$ cat src/rtl/pwm_out_pkg.sv
package pwm_out_pkg;
  localparam int          NUM_CHAN          = 6;
  localparam int          NUM_GEN           = 3;
  localparam int          ADDR_W            = 12;
  localparam logic [11:0] OFS_PIN_ENABLE    = 12'h008;
  localparam logic [11:0] OFS_POLARITY      = 12'h00c;
  localparam logic [11:0] OFS_TRIP_ACTION   = 12'h010;
  localparam logic [11:0] OFS_IRQ_ENABLE    = 12'h014;
  localparam logic [11:0] OFS_IRQ_RAW       = 12'h018;
  localparam logic [11:0] OFS_IRQ_STS_CLR   = 12'h01c;
  localparam int          TRIP_BIT          = 16;
  localparam int          GEN_LSB           = 0;
  localparam logic [5:0]  CHAN_RESET        = 6'h00;
  localparam logic [31:0] IRQ_EN_RESET      = 32'h0000_0000;
  localparam logic [31:0] IRQ_MASK          = 32'h0001_0007;
endpackage

$ cat src/rtl/pwm_out_if.sv
`timescale 1ns/1ps
interface pwm_out_if;
  logic [5:0] gen_sig;
  logic [5:0] pin_en;
  logic [5:0] polarity;
  logic [5:0] trip_low;
  logic       trip_active;
  logic [5:0] pin_val;
  modport ctrl (output gen_sig, output pin_en, output polarity, output trip_low,
                output trip_active, input pin_val);
  modport stage (input gen_sig, input pin_en, input polarity, input trip_low,
                 input trip_active, output pin_val);
endinterface

$ cat src/rtl/pwm_output_stage.sv
`timescale 1ns/1ps
module pwm_output_stage #(
  parameter int NUM_CHAN = pwm_out_pkg::NUM_CHAN,
  parameter int NUM_GEN  = pwm_out_pkg::NUM_GEN
) (
  // Clock and reset
  input  wire logic        ref_clk_in,
  input  wire logic        rst_in,
  // Register port
  input  wire logic [11:0] reg_addr_in,
  input  wire logic [31:0] reg_wdata_in,
  input  wire logic        reg_wr_in,
  input  wire logic        reg_rd_in,
  output logic      [31:0] reg_rdata_out,
  // Generator side
  input  wire logic [5:0]  gen_sig_in,
  input  wire logic [2:0]  gen_irq_in,
  input  wire logic        debug_event_in,
  input  wire logic        fault_in,
  // Pins and interrupt
  output logic      [5:0]  pwm_pin_out,
  output logic             irq_out
);
  // Decoded register strobes
  logic        wr_pin_enable;
  logic        wr_polarity;
  logic        wr_trip_action;
  logic        wr_irq_enable;
  logic        wr_sts_clr;
  logic        rd_pin_enable;
  logic        rd_polarity;
  logic        rd_trip_action;
  logic        rd_irq_enable;
  logic        rd_irq_raw;
  logic        rd_sts_clr;

  // Configuration state
  logic [5:0]  pin_enable_reg;
  logic [5:0]  pin_enable_next;
  logic [5:0]  polarity_reg;
  logic [5:0]  polarity_next;
  logic [5:0]  trip_action_reg;
  logic [5:0]  trip_action_next;
  logic [31:0] irq_enable_reg;
  logic [31:0] irq_enable_next;

  // Interrupt state
  logic        trip_flag_reg;
  logic        trip_flag_next;
  logic        fault_prev_reg;
  logic        fault_rise;
  logic        trip_clear;
  logic [31:0] raw_status;
  logic [31:0] masked_status;
  logic        irq_reg;
  logic        irq_next;

  // Read path
  logic [31:0] rdata_reg;
  logic [31:0] rdata_next;
  logic [31:0] cfg_enable_word;
  logic [31:0] cfg_polarity_word;
  logic [31:0] cfg_trip_word;
  logic [31:0] cfg_irq_en_word;
  logic [31:0] cfg_raw_word;
  logic [31:0] cfg_sts_word;

  // Pin path
  logic        trip_active;

  // Ports are sized for six channels and three generators
  if (NUM_CHAN != 6) begin : g_chan_check
    $error("pwm_output_stage: NUM_CHAN must be 6");
  end

  if (NUM_GEN != 3) begin : g_gen_check
    $error("pwm_output_stage: NUM_GEN must be 3");
  end

  if ($bits(pwm_out_pkg::CHAN_RESET) != NUM_CHAN) begin : g_reset_check
    $error("pwm_output_stage: channel reset width mismatch");
  end

  // Generator bits share one word with the trip bit
  if (pwm_out_pkg::GEN_LSB + NUM_GEN > pwm_out_pkg::TRIP_BIT) begin : g_field_check
    $error("pwm_output_stage: generator field overlaps trip bit");
  end

  if (pwm_out_pkg::TRIP_BIT > 31) begin : g_trip_check
    $error("pwm_output_stage: trip bit outside the word");
  end

  if (pwm_out_pkg::IRQ_MASK != ((32'h1 << pwm_out_pkg::TRIP_BIT)
      | (((32'h1 << NUM_GEN) - 32'h1) << pwm_out_pkg::GEN_LSB))) begin : g_mask_check
    $error("pwm_output_stage: enable mask does not match the sources");
  end

  if ((pwm_out_pkg::IRQ_EN_RESET & ~pwm_out_pkg::IRQ_MASK) != 32'h0) begin : g_en_rst_check
    $error("pwm_output_stage: enable reset sets unused bits");
  end

  // Word-aligned offsets only; the decode compares whole addresses
  if (pwm_out_pkg::OFS_PIN_ENABLE[1:0] != 2'b00) begin : g_ofs0_check
    $error("pwm_output_stage: enable offset not word aligned");
  end
  if (pwm_out_pkg::OFS_POLARITY[1:0] != 2'b00) begin : g_ofs1_check
    $error("pwm_output_stage: polarity offset not word aligned");
  end
  if (pwm_out_pkg::OFS_TRIP_ACTION[1:0] != 2'b00) begin : g_ofs2_check
    $error("pwm_output_stage: trip offset not word aligned");
  end
  if (pwm_out_pkg::OFS_IRQ_ENABLE[1:0] != 2'b00) begin : g_ofs3_check
    $error("pwm_output_stage: irq enable offset not word aligned");
  end
  if (pwm_out_pkg::OFS_IRQ_RAW[1:0] != 2'b00) begin : g_ofs4_check
    $error("pwm_output_stage: raw offset not word aligned");
  end
  if (pwm_out_pkg::OFS_IRQ_STS_CLR[1:0] != 2'b00) begin : g_ofs5_check
    $error("pwm_output_stage: clear offset not word aligned");
  end

  pwm_out_if chan_bus ();

  pwm_chan_stage u_stage (
    .ref_clk_in (ref_clk_in),
    .rst_in     (rst_in),
    .bus        (chan_bus.stage)
  );

  // Write decode, one strobe per writable register
  assign wr_pin_enable  = reg_wr_in
                          && (reg_addr_in == pwm_out_pkg::OFS_PIN_ENABLE);
  assign wr_polarity    = reg_wr_in
                          && (reg_addr_in == pwm_out_pkg::OFS_POLARITY);
  assign wr_trip_action = reg_wr_in
                          && (reg_addr_in == pwm_out_pkg::OFS_TRIP_ACTION);
  assign wr_irq_enable  = reg_wr_in
                          && (reg_addr_in == pwm_out_pkg::OFS_IRQ_ENABLE);
  assign wr_sts_clr     = reg_wr_in
                          && (reg_addr_in == pwm_out_pkg::OFS_IRQ_STS_CLR);

  // Read selects
  assign rd_pin_enable  = reg_rd_in
                          && (reg_addr_in == pwm_out_pkg::OFS_PIN_ENABLE);
  assign rd_polarity    = reg_rd_in
                          && (reg_addr_in == pwm_out_pkg::OFS_POLARITY);
  assign rd_trip_action = reg_rd_in
                          && (reg_addr_in == pwm_out_pkg::OFS_TRIP_ACTION);
  assign rd_irq_enable  = reg_rd_in
                          && (reg_addr_in == pwm_out_pkg::OFS_IRQ_ENABLE);
  assign rd_irq_raw     = reg_rd_in
                          && (reg_addr_in == pwm_out_pkg::OFS_IRQ_RAW);
  assign rd_sts_clr     = reg_rd_in
                          && (reg_addr_in == pwm_out_pkg::OFS_IRQ_STS_CLR);

  for (genvar ch = 0; ch < NUM_CHAN; ch++) begin : g_enable_bit
    assign pin_enable_next[ch] = wr_pin_enable ? reg_wdata_in[ch] : pin_enable_reg[ch];
  end

  for (genvar ch = 0; ch < NUM_CHAN; ch++) begin : g_polarity_bit
    assign polarity_next[ch] = wr_polarity ? reg_wdata_in[ch] : polarity_reg[ch];
  end

  for (genvar ch = 0; ch < NUM_CHAN; ch++) begin : g_trip_bit
    assign trip_action_next[ch] = wr_trip_action ? reg_wdata_in[ch] : trip_action_reg[ch];
  end

  // Only the documented enable bits are kept
  always_comb begin
    irq_enable_next = irq_enable_reg;
    if (wr_irq_enable) begin
      irq_enable_next = reg_wdata_in & pwm_out_pkg::IRQ_MASK;
    end
  end

  always_ff @(posedge ref_clk_in or posedge rst_in) begin
    if (rst_in) begin
      pin_enable_reg <= pwm_out_pkg::CHAN_RESET;
    end else begin
      pin_enable_reg <= pin_enable_next;
    end
  end

  always_ff @(posedge ref_clk_in or posedge rst_in) begin
    if (rst_in) begin
      polarity_reg <= pwm_out_pkg::CHAN_RESET;
    end else begin
      polarity_reg <= polarity_next;
    end
  end

  always_ff @(posedge ref_clk_in or posedge rst_in) begin
    if (rst_in) begin
      trip_action_reg <= pwm_out_pkg::CHAN_RESET;
    end else begin
      trip_action_reg <= trip_action_next;
    end
  end

  always_ff @(posedge ref_clk_in or posedge rst_in) begin
    if (rst_in) begin
      irq_enable_reg <= pwm_out_pkg::IRQ_EN_RESET;
    end else begin
      irq_enable_reg <= irq_enable_next;
    end
  end

  // A debug event trips the channels like a fault; trip_low channels are forced inactive
  assign chan_bus.gen_sig     = gen_sig_in;
  assign chan_bus.pin_en      = pin_enable_reg;
  assign chan_bus.polarity    = polarity_reg;
  assign chan_bus.trip_low    = trip_action_reg;
  assign trip_active          = fault_in | debug_event_in;
  assign chan_bus.trip_active = trip_active;
  assign pwm_pin_out          = chan_bus.pin_val;

  // Edge detect on a synchronous input; no synchroniser needed
  assign fault_rise = fault_in & ~fault_prev_reg;
  assign trip_clear = wr_sts_clr && reg_wdata_in[pwm_out_pkg::TRIP_BIT];

  // Latch, set wins so a fault is never lost to a clear
  always_comb begin
    trip_flag_next = trip_flag_reg;
    if (fault_rise) begin
      trip_flag_next = 1'b1;
    end else if (trip_clear) begin
      trip_flag_next = 1'b0;
    end
  end

  always_ff @(posedge ref_clk_in or posedge rst_in) begin
    if (rst_in) begin
      fault_prev_reg <= 1'b0;
    end else begin
      fault_prev_reg <= fault_in;
    end
  end

  always_ff @(posedge ref_clk_in or posedge rst_in) begin
    if (rst_in) begin
      trip_flag_reg <= 1'b0;
    end else begin
      trip_flag_reg <= trip_flag_next;
    end
  end

  // Raw view; generator bits mirror their sources
  for (genvar b = 0; b < 32; b++) begin : g_raw_bit
    if (b == pwm_out_pkg::TRIP_BIT) begin : g_trip
      assign raw_status[b] = trip_flag_reg;
    end else if ((b >= pwm_out_pkg::GEN_LSB)
                 && (b < pwm_out_pkg::GEN_LSB + NUM_GEN)) begin : g_gen
      assign raw_status[b] = gen_irq_in[b - pwm_out_pkg::GEN_LSB];
    end else begin : g_rsvd
      assign raw_status[b] = 1'b0;
    end
  end

  assign masked_status = raw_status & irq_enable_reg;

  assign irq_next = |masked_status;

  always_ff @(posedge ref_clk_in or posedge rst_in) begin
    if (rst_in) begin
      irq_reg <= 1'b0;
    end else begin
      irq_reg <= irq_next;
    end
  end
  assign irq_out = irq_reg;

  assign cfg_enable_word   = {26'h0, pin_enable_reg};
  assign cfg_polarity_word = {26'h0, polarity_reg};
  assign cfg_trip_word     = {26'h0, trip_action_reg};
  assign cfg_irq_en_word   = irq_enable_reg;
  assign cfg_raw_word      = raw_status;
  assign cfg_sts_word      = masked_status;

  // Unmapped and idle cycles return zero
  always_comb begin
    rdata_next = 32'h0000_0000;
    if (rd_pin_enable) begin
      rdata_next = cfg_enable_word;
    end else if (rd_polarity) begin
      rdata_next = cfg_polarity_word;
    end else if (rd_trip_action) begin
      rdata_next = cfg_trip_word;
    end else if (rd_irq_enable) begin
      rdata_next = cfg_irq_en_word;
    end else if (rd_irq_raw) begin
      rdata_next = cfg_raw_word;
    end else if (rd_sts_clr) begin
      rdata_next = cfg_sts_word;
    end
  end

  always_ff @(posedge ref_clk_in or posedge rst_in) begin
    if (rst_in) begin
      rdata_reg <= 32'h0000_0000;
    end else begin
      rdata_reg <= rdata_next;
    end
  end
  assign reg_rdata_out = rdata_reg;
endmodule

$ cat src/rtl/pwm_chan_stage.sv
`timescale 1ns/1ps
module pwm_chan_stage (
  // Clock and reset
  input  wire logic ref_clk_in,
  input  wire logic rst_in,
  // Channel controls
  pwm_out_if.stage  bus
);
  logic [5:0] pin_reg;
  logic [5:0] stage_next;

  always_comb begin
    stage_next = bus.gen_sig & bus.pin_en;
    if (bus.trip_active) begin
      stage_next = stage_next & ~bus.trip_low;
    end
    stage_next = stage_next ^ bus.polarity;
  end

  // Registered pins avoid glitches on the drivers
  always_ff @(posedge ref_clk_in or posedge rst_in) begin
    if (rst_in) begin
      pin_reg <= pwm_out_pkg::CHAN_RESET;
    end else begin
      pin_reg <= stage_next;
    end
  end

  assign bus.pin_val = pin_reg;
endmodule

$ cat config.mk
export PLATFORM = sky130hd
export DESIGN_NAME = pwm_output_stage
export DESIGN_NICKNAME = d
export VERILOG_FILES = /design/src/rtl/pwm_out_pkg.sv /design/src/rtl/pwm_out_if.sv /design/src/rtl/pwm_output_stage.sv /design/src/rtl/pwm_chan_stage.sv
export SDC_FILE = /design/constraint.sdc
export NUM_CORES = 1
export LEC_CHECK = 0
export BUFFER_PORTS_ARGS = -buffer_cell sky130_fd_sc_hd__buf_2
export CAP_MARGIN = 15
export CORE_MARGIN = 5
export CORE_UTILIZATION = 45
export CTS_BUF_LIST = sky130_fd_sc_hd__clkbuf_16
export DETAILED_ROUTE_END_ITERATION = 10
export GPL_TIMING_DRIVEN = 0
export PLACE_DENSITY = 0.8
export SLEW_MARGIN = 40
export SYNTH_ARGS = -nofsm -noshare
export SYNTH_HDL_FRONTEND = slang
export SYNTH_SLANG_ARGS = --single-unit
$ cat constraint.sdc
create_clock -name ref_clk_in -period 1.2 [get_ports ref_clk_in]
set_input_delay 0.18 -clock ref_clk_in [delete_from_list [all_inputs] [get_ports ref_clk_in]]
set_output_delay 0.18 -clock ref_clk_in [all_outputs]
set_load 0.01 [all_outputs]
==> results of run 1 <==
## stage by stage
stage                     setup TNS, ps  worst slack, ps
after CTS                         -1204           -113.7
final                             -1552           -147.5
after detailed placement         -15820           -654.4
after floorplan                   -4702           -320.5
after global routing              -2773           -228.0
after global placement           -26380           -604.5
## per-layer routing
metal,GRT usage,vias to the layer above,routed length [µm]
met2,0.2849,60,2325
met5,0,-,0
met3,0.03872,9,315
met4,0.08103,0,97
met1,0.2097,699,1788
li1,-,698,-
## worst max-delay path, stage by stage
cell and delay, ps:
buf_8 100, nor4b_4 340, nand2_2 170, nor3_4 260, buf_6 160, mux2_4 300
## layout make-up
cell class              count  area (µm²)  share of cell area
multi-input cells         117       948.4              0.3579
inverters                   4       16.27            0.006138
well taps                  50       62.56             0.02361
clock inverters             3       12.51            0.004721
repair buffers             56       342.8              0.1294
clock buffers               5       125.1             0.04721
flip-flops and latches     38       950.9              0.3588
plain buffers              26       191.4             0.07224
## power by group through the flow
stage / sequential [W] / combinational (W) / clock, W
2_1_floorplan: 0.00131 / 0.000159 / 0
3_3_place_gp: 0.00131 / 0.000256 / 0
3_5_place_dp: 0.00131 / 0.000260 / 0
4_1_cts: 0.00129 / 0.000282 / 0.00122
5_1_grt: 0.00129 / 0.000320 / 0.00130
6_report: 0.00129 / 0.000291 / 0.00121
## placed cells by master, fill, tap and decap left out, types with 4 or more instances in the layout
master / netlist / layout
a21oi_1: 7 / 6
and3_2: 5 / 5
buf_2: 0 / 43
buf_4: 25 / 32
buf_6: 0 / 4
clkbuf_16: 0 / 5
conb_1: 1 / 25
dfrtp_1: 38 / 38
inv_1: 4 / 4
mux2_2: 22 / 12
mux2_4: 0 / 10
nand2_1: 12 / 9
nor2_1: 6 / 6
o22ai_1: 4 / 4
xor2_1: 6 / 6
## repair_timing
action,CTS,global route
buffers inserted,7,4
gates resized for setup,21,8
hold buffers,0,0
setup endpoints to repair,27,28
pin swaps,7,10
## worst max path at each step
stage | startpoint | end | slack [ps] | cells after the start
final | reg_addr_in[7] | chan_bus.trip_low[5] | -150 | 6
after global routing | reg_addr_in[7] | chan_bus.trip_low[1] | -230 | 6
after CTS | reg_addr_in[10] | chan_bus.trip_low[5] | -110 | 6
after detailed placement | reg_addr_in[9] | chan_bus.trip_low[4] | -650 | 5
after global placement | reg_addr_in[9] | chan_bus.trip_low[4] | -600 | 5
after floorplan | reg_addr_in[9] | cfg_irq_en_word[0] | -320 | 4
## cell usage after synthesis (all sizes together) (2+ instances only)
cell type / count
nor3: 2
nand4: 2
a22oi: 2
buf: 25
or2: 2
and2: 2
clkbuf: 2
nor4: 3
o22ai: 4
nor2: 6
inv: 4
nand3: 4
mux2: 22
xor2: 6
nand2: 12
o21ai: 2
nor3b: 2
a21oi: 7
and3: 5
a221o: 3
dfrtp: 38
## logic make-up (layout without fill, tap and decap cells)
kind of cell           count (synthesis)  in the layout  share of synthesized area
AO/OA/AOI/OAI                         21             21                    0.07437
XOR/XNOR                               6              6                    0.02789
buffers and inverters                 31             94                     0.1116
flip-flops                            38             38                     0.5046
multiplexers                          23             23                     0.1368
other                                  1             25                   0.001990
AND/OR/NAND/NOR                       42             42                     0.1428
==> impl_results.md, run 1 <==
- Net Sw Power: approximately 0.00062 W
- RSZ-0062 raised after global routing: yes
- Die Area: 5582 µm²
- Finished Core Util: 0.6578
- # DRC: 0
- Post-layout instance area: roughly 2700 µm²
- Initial antenna violation count: 0
- CP endpoint kind: flop
- Sw frac: 0.2225
- Seq/Total Area, Yosys: 0.5046
- Max clock buf depth: 2
- CTS sink count: 38
- Reg-to-Reg End: reg_rdata_out[1]
- Worst Reg2Reg Path Length in Cells: 3
- Failing checks: negative hold slack, negative setup slack
- Cell accounting for the most synthesized area: dfrtp_1
- Critical path arrival: between 1500 and 2000 ps
- Non-filler cells, final: around 300
- Flop2flop setup slack: approximately 60 ps
- Largest net degree at the start of global routing: 39
- Area after DPL: around 2300 µm²
- Max FO, Critical Path: 4
- Top cell type's share of synthesized area: 0.5046
- Grt ovf: 0
- Leak pwr: 1.458 nW
- Vias: ~1,500
- Fmax: around 740 MHz
- Worst R2R Start: cfg_irq_en_word[1]
- First-pass GRT wire length: 7.162 mm
- Critical Path RT: between 1000 and 1500 ps
- Maximum VDD drop: 0.7275 mV
- Starting Density: 0.4677
- CTS tree: built
- Final number of max-transition violations: 0
- Vias in the first global route: between 1,500 and 2,000
- Core footprint: 4029 µm²
- Post-DR wirelength/cell: roughly 15 µm
- Area Growth Syn to Fin: 40.64%
- Power share of the clock group: 0.433
- Hold Fails Final Rpt: 38
- Setup slack after layout: -147.5 ps
- Yosys cell types: 30
- Sequential Power Share: 0.463
- Slew headroom: 0.5744
- Final GP Congestion: between 0.7 and 0.8
- P per Cell Area: roughly 1100 nW/µm²
- Avg Cell Area, Syn: around 12 µm²
- EDFF count, synth: 0
- Die Ht: 74.71 µm
- Nets: about 310
- Gate power share: 0.104
- Fill cells: ~300
- I/O pin count: 98
- Antenna viol nets, final: 0
- Final Critical Period: between 1000 and 1500 ps
- Clk root buf: clkbuf_16
- Area contributors post-synth: dfrtp_1 50%, mux2_2 13%, buf_4 10%
- Iter 0 DRT Violations: 70
- YS warnings: 0
- Ys flop type: dfrtp_1
- Largest register FFs: 7
- Clk Latency, worst-skew pair: about 280 ps
- Status: complete, but fails checks
- Die Wd: between 70 and 80 µm
- TritonRoute pass-1 iters: 4
- Hold slack: -33.22 ps
- Fraction of layout instances using a drive strength above 1: 0.5382
- Clock skew: roughly 3.1 ps
- Clock transition at path regs: around 50 ps
- Mapped Area: ~1900 µm²
- Port bufs: between 40 and 50
- FF+latch count, synth: 38
- Max Cap Viol: 0
- Hpwl dp: ~3.2 mm
- Routed wire length: between 4 and 5 mm
- Internal power: 0.002172 W
- Period utilisation layout: 1.123
- Std cell rows: 23
- Vias per Instance: ~4.9
- Slew of the pin with the lowest slew margin: between 600 and 700 ps
- CTS Buf Count: 5
- Synth async-reset ratio: 1.000
- Final setup vio count: 18
- Total power draw: between 0.002 and 0.003 W
- H-Tree Depth: 2
- GR Util All Layers: 0.1707
- Critical path type: in2reg
- Placed Cells: between 200 and 300
- Post-Syn Instances: approximately 160
- Inserted Diodes: 0
- Tightest Hold Check Type: in2async
- Startpoint types: input pin
Note: power is estimated with default switching activity, not from simulation.
==> run 2: changes to the inputs <==
--- a/config.mk
+++ b/config.mk
@@ -10,8 +10,11 @@
 export CORE_MARGIN = 5
 export CORE_UTILIZATION = 45
 export CTS_BUF_LIST = sky130_fd_sc_hd__clkbuf_16
+export CTS_CLUSTER_DIAMETER = 30
 export DETAILED_ROUTE_END_ITERATION = 10
+export GPL_ROUTABILITY_DRIVEN = 1
 export GPL_TIMING_DRIVEN = 0
+export MAX_ROUTING_LAYER = met4
 export PLACE_DENSITY = 0.8
 export SLEW_MARGIN = 40
 export SYNTH_ARGS = -nofsm -noshare
==> impl_results.md, run 2 (synthesis results as in run 1) <==
- Iter 0 DRT Violations: 70 (unchanged)
- Worst R2R Start: cfg_irq_en_word[1]
- Vias in the first global route: 1,525 (+0.26%)
- Cell breakdown of the critical path: buf_8 -> nor4b_4 -> nand2_2 -> nor3_4 -> buf_6 -> mux2_4
- WP buf/inv: 2 (unchanged)
- Most frequent cells in the layout: 43 x buf_2, 38 x dfrtp_1, 32 x buf_4
- Period utilisation layout: 1.126 (+0.003214)
- I/O pin count: 98 (unchanged)
- Tightest Hold Check Type: in2async
- Final GP Congestion: 0.8011 (+1.4%)
- Hold Fails Final Rpt: 38 (unchanged)
- Clock transition at path regs: 50 ps (about the same)
- Grt ovf: 0 (unchanged)
- Failing checks: negative hold slack, negative setup slack
- Grt peak-use layer: met2
- Area Growth Syn to Fin: 40.64% (unchanged)
- Slew of the pin with the lowest slew margin: 639.9 ps (+2.210 ps)
- Final Critical Period: 1351 ps (+3.857 ps)
- Slowest stage delay, CP: 340 ps (about the same)
- Starting Density: 0.4677 (unchanged)
- Post-DR wirelength/cell: 15.22 µm (+0.53%)
- # DRC: 0 (unchanged)
- Inserted Diodes: 0 (unchanged)
- Register area: 950.9 µm² (unchanged)
- RSZ-0062 raised after global routing: yes
- Hold slack: -31.97 ps (+1.242 ps)
- Critical-path top delay cell: nor4b_4
- Max clock buf depth: 2 (unchanged)
- P per Cell Area: 1055 nW/µm² (about the same)
- Antenna viol nets, final: 0 (unchanged)
- Vias: 1,455 (-0.75%)
- GR Util All Layers: 0.1758 (+0.005051)
- CTS Buf Count: 5 (unchanged)
- GR met2 Demand/Resource: 0.2849 (unchanged)
- Largest register FFs: 7 (unchanged)
- Vias per Instance: 4.866 (-0.75%)
- Startpoint types: input pin
- First-pass GRT wire length: 7.141 mm (-0.29%)
- Clk Latency, worst-skew pair: 280 ps (about the same)
- CP endpoint kind: flop
- Critical path type: in2reg
- Port bufs: 47 (unchanged)
- Area after DPL: 2312 µm² (unchanged)
- Setup slack after layout: -151.4 ps (-3.857 ps)
- Hpwl dp: 3.221 mm (unchanged)
- CTS tree: built
- Max FO, Critical Path: 4 (unchanged)
- Clk root buf: clkbuf_16
- H-Tree Depth: 2 (unchanged)
- Setup_tns: -1546 ps (+6.710 ps)
- Nets: 307 (unchanged)
- Core footprint: 4029 µm² (unchanged)
- Fmax: 740.0 MHz (-0.29%)
- Routing usage on met1: 0.2123 (+0.002558)
- Max Cap Viol: 0 (unchanged)
- Final setup vio count: 17 (-1)
- CP startpoint: reg_addr_in[7]
- Clock skew: 3.099 ps (-0.04335 ps)
- CTS sink count: 38 (unchanged)
- Die Area: 5582 µm² (unchanged)
- Setup WS pre-CTS: -654.4 ps (unchanged)
- Delay-heaviest family, CP: simple AND/OR/NAND/NOR gates
- Largest net degree at the start of global routing: 39 (unchanged)
- Multi-input gate area: 948.4 µm² (unchanged)
- Status: complete, but fails checks
- Critical Path RT: 1360 ps (about the same)
- GRT met3 Usage: 0.03338 (-0.005340)
- Leak pwr: 1.458 nW (unchanged)
- Fill cells: 305 (unchanged)
- Commonest non-fill, non-tap cell in the layout: buf_2
- Critical path arrival: 1510 ps (about the same)
- Die Wd: 74.71 µm (unchanged)
- Finished Core Util: 0.6578 (unchanged)
- TritonRoute pass-1 iters: 4 (unchanged)
- Std cell rows: 23 (unchanged)
- Final number of max-transition violations: 0 (unchanged)
- Initial antenna violation count: 0 (unchanged)
- Post-layout instance area: 2650 µm² (unchanged)
- Maximum VDD drop: 0.7286 mV (+0.15%)
- Die Ht: 74.71 µm (unchanged)
- Fraction of layout instances using a drive strength above 1: 0.5382 (unchanged)
- Slew headroom: 0.5729 (-0.001475)
- Routed wire length: 4.551 mm (+0.53%)
==> run 2: power by group <==
part           switching [W]  internal, W
Clock               0.000461     0.000749
Combinational       0.000158     0.000134
Sequential        0.00000370      0.00129
==> run 2: timing repair <==
action	4_1_cts	5_1_grt
hold buffers	0	0
setup endpoints to repair	27	27
resized for setup	21	8
pin swaps	7	10
buffers inserted	7	4
==> run 2: metrics by stage <==
step	power, W	cells
2_1_floorplan	0.001474	186
3_3_place_gp	0.001570	283
3_5_place_dp	0.001575	283
4_1_cts	0.002794	297
5_1_grt	0.002907	299
6_report	0.002795	299
==> run 2: worst paths after layout <==
kind,to,slack (ps),cells after the start
max in group asynchronous,chan_bus.pin_en[5],840,2
max reg2reg,reg_rdata_out[1],60,3
min in group ref_clk_in,fault_prev_reg,30,1
max,chan_bus.trip_low[5],-150,6
min,trip_flag_reg,-30,2
min reg2reg,trip_flag_reg,420,1
==> run 2: routing by layer <==
layer	wire length [µm]	part of all wire	vias up
li1	-	-	696
met1	1844	0.41	698
met2	2350	0.52	53
met3	272	0.060	8
met4	84	0.018	0
met5	0	0	-
==> run 2: layout make-up <==
type                    count  area share
repair buffers             56      0.1294
flip-flops and latches     38      0.3588
clock inverters             3    0.004721
plain buffers              26     0.07224
inverters                   4    0.006138
multi-input cells         117      0.3579
clock buffers               5     0.04721
well taps                  50     0.02361
==> run 3: changes to the inputs <==
--- a/config.mk
+++ b/config.mk
@@ -8,14 +8,14 @@
 export BUFFER_PORTS_ARGS = -buffer_cell sky130_fd_sc_hd__buf_2
 export CAP_MARGIN = 15
 export CORE_MARGIN = 5
-export CORE_UTILIZATION = 45
+export CORE_UTILIZATION = 41
 export CTS_BUF_LIST = sky130_fd_sc_hd__clkbuf_16
 export CTS_CLUSTER_DIAMETER = 30
 export DETAILED_ROUTE_END_ITERATION = 10
 export GPL_ROUTABILITY_DRIVEN = 1
 export GPL_TIMING_DRIVEN = 0
 export MAX_ROUTING_LAYER = met4
-export PLACE_DENSITY = 0.8
+export PLACE_DENSITY = 0.77
 export SLEW_MARGIN = 40
 export SYNTH_ARGS = -nofsm -noshare
 export SYNTH_HDL_FRONTEND = slang
==> constraint.sdc (replaced) <==
create_clock -name ref_clk_in -period 1.1 [get_ports ref_clk_in]
set_input_delay 0.165 -clock ref_clk_in [delete_from_list [all_inputs] [get_ports ref_clk_in]]
set_output_delay 0.165 -clock ref_clk_in [all_outputs]
set_load 0.01 [all_outputs]
==> impl_results.md, run 3 (synthesis results as in run 1) <==
- Die Wd: 77.79 µm (+4.1%)
- Critical path arrival: 1580 ps (+70 ps)
- H-Tree Depth: 2 (unchanged)
- I/O pin count: 98 (unchanged)
- Max FO, Critical Path: 4 (unchanged)
- Total power draw: 0.003381 W (+21%)
- Clock transition at path regs: 50 ps (about the same)
- Die Ht: 77.79 µm (+4.1%)
- Core footprint: 4414 µm² (+9.6%)
- Max clock buf depth: 2 (unchanged)
- GR Util All Layers: 0.1786 (+0.002809)
- Worst Reg2Reg Path Length in Cells: 3 (unchanged)
- Tightest Hold Check Type: in2reg
- Leak pwr: 1.555 nW (+6.6%)
- Port bufs: 47 (unchanged)
- CP endpoint kind: flop
- Largest register FFs: 7 (unchanged)
- Final Critical Period: approximately 1400 ps
- Final setup vio count: 30 (+13)
- Critical Path RT: 1260 ps (-100 ps)
- CTS Buf Count: 5 (unchanged)
- Commonest non-fill, non-tap cell in the layout: buf_2
- Antenna viol nets, final: 0 (unchanged)
- Most frequent cells in the layout: 42 x buf_2, 38 x dfrtp_1, 36 x buf_4
- TritonRoute pass-1 iters: 4 (unchanged)
- Fill cells: 320 (+4.9%)
- P per Cell Area: 1187 nW/µm² (+13%)
- Initial antenna violation count: 0 (unchanged)
- Status: complete, but fails checks
- Area Growth Syn to Fin: 51.20%
- Failing checks: negative setup slack
- Vias per Instance: 5.083 (+4.5%)
- Setup WS pre-CTS: -722.0 ps (-67.54 ps)
- Grt ovf: 0 (unchanged)
- Die Area: 6051 µm² (+8.4%)
- Setup_tns: -5468 ps (-3922 ps)
- Final GP Congestion: 0.8563 (+6.9%)
- Final number of max-transition violations: 0 (unchanged)
- RSZ-0062 raised after global routing: yes
- Fmax: about 710 MHz
- Finished Core Util: 0.6454 (-0.01236)
- Maximum VDD drop: 0.7085 mV (-2.8%)
- Multi-input gate area: 977.2 µm² (+3.0%)
- Routed wire length: 5.576 mm (+23%)
- Vias in the first global route: 1,695 (+11%)
- Clk root buf: clkbuf_16
- Critical path type: in2reg
- Startpoint types: input pin
- Inserted Diodes: 0 (unchanged)
- Post-DR wirelength/cell: 17.81 µm (+17%)
- Worst hold path cell count: 1
- Nets: 319 (+3.9%)
- Starting Density: 0.4269 (-0.04083)
- Hold Fails Final Rpt: 0 (-100%)
- Max Cap Viol: 0 (unchanged)
- Fraction of layout instances using a drive strength above 1: 0.5670 (+0.02890)
- Clk Latency, worst-skew pair: 280 ps (about the same)
- First-pass GRT wire length: 8.252 mm (+16%)
- Largest net degree at the start of global routing: 22 (-44%)
- CTS tree: built
- CTS sink count: 38 (unchanged)
- Register area: 950.9 µm² (unchanged)
- Setup slack after layout: -316.5 ps (-165.1 ps)
- # DRC: 0 (unchanged)
- Clock skew: 2.994 ps (-0.1045 ps)
- Hpwl dp: 3.331 mm (+3.4%)
- Std cell rows: 24 (+4.3%)
- Iter 0 DRT Violations: 108 (+54%)
- Period utilisation layout: 1.288
- Vias: 1,591 (+9.3%)
==> run 3: cell types whose count changed in the layout (fill, tap and decap cells not counted), moves of 2 or more <==
cell     change
and3_2       -3
and3_4       +3
buf_4        +4
buf_6        +7
o21ai_0      -2
o21ai_1      +2
==> run 3: area by class of cell <==
type / count / area share
flip-flops and latches: 38 / 0.3338
clock inverters: 3 / 0.01405
multi-input cells: 117 / 0.3430
well taps: 52 / 0.02284
clock buffers: 5 / 0.04392
inverters: 4 / 0.005270
plain buffers: 26 / 0.06719
repair buffers: 68 / 0.1700
==> run 3: worst paths after layout <==
kind	from	end	slack [ps]
min in group asynchronous	rst_in	reg_rdata_out[1]	420
max reg2reg	cfg_irq_en_word[1]	reg_rdata_out[1]	20
min	fault_in	fault_prev_reg	20
min reg2reg	fault_prev_reg	trip_flag_reg	420
max	reg_addr_in[7]	chan_bus.trip_low[2]	-320
max in group asynchronous	rst_in	cfg_irq_en_word[1]	240
==> run 3: power by group <==
| group | total, W | switching, W | internal [W] |
|---|---|---|---|
| Clock | 0.00161 | 0.000548 | 0.00106 |
| Sequential | 0.00141 | 0.00000455 | 0.00141 |
| Combinational | 0.000363 | 0.000191 | 0.000172 |
| Total | 0.00338 | 0.000743 | 0.00264 |
==> run 3: stage by stage <==
step	hold WS (ps)	cells	area, µm²
after floorplan	196.4	186	2022
after global placement	299.5	285	2322
after detailed placement	177.4	286	2350
after CTS	17.42	308	2788
after global routing	16.30	313	2849
final	21.57	313	2849
==> run 3: routing by layer <==
layer | routed length, µm | global-route usage | vias up
met5 | 0 | - | -
met4 | 192 | 0.09450 | 0
met3 | 365 | 0.04282 | 20
met2 | 2963 | 0.3030 | 79
met1 | 2054 | 0.1912 | 774
li1 | - | - | 718
==> run 3: worst max-delay path, stage by stage <==
cell     delay [ps]
buf_8           100
nor4b_4         350
nand2_2         150
buf_4           180
nor3_4          170
buf_6           160
mux2_4          300
==> run 3: repair_timing <==
item | in CTS | in global routing
pin swaps | 15 | 8
buffers inserted | 14 | 5
hold buffers | 1 | 0
resized for setup | 37 | 6
setup endpoints to repair | 28 | 30
endpoints found under the hold margin | 17 | 0
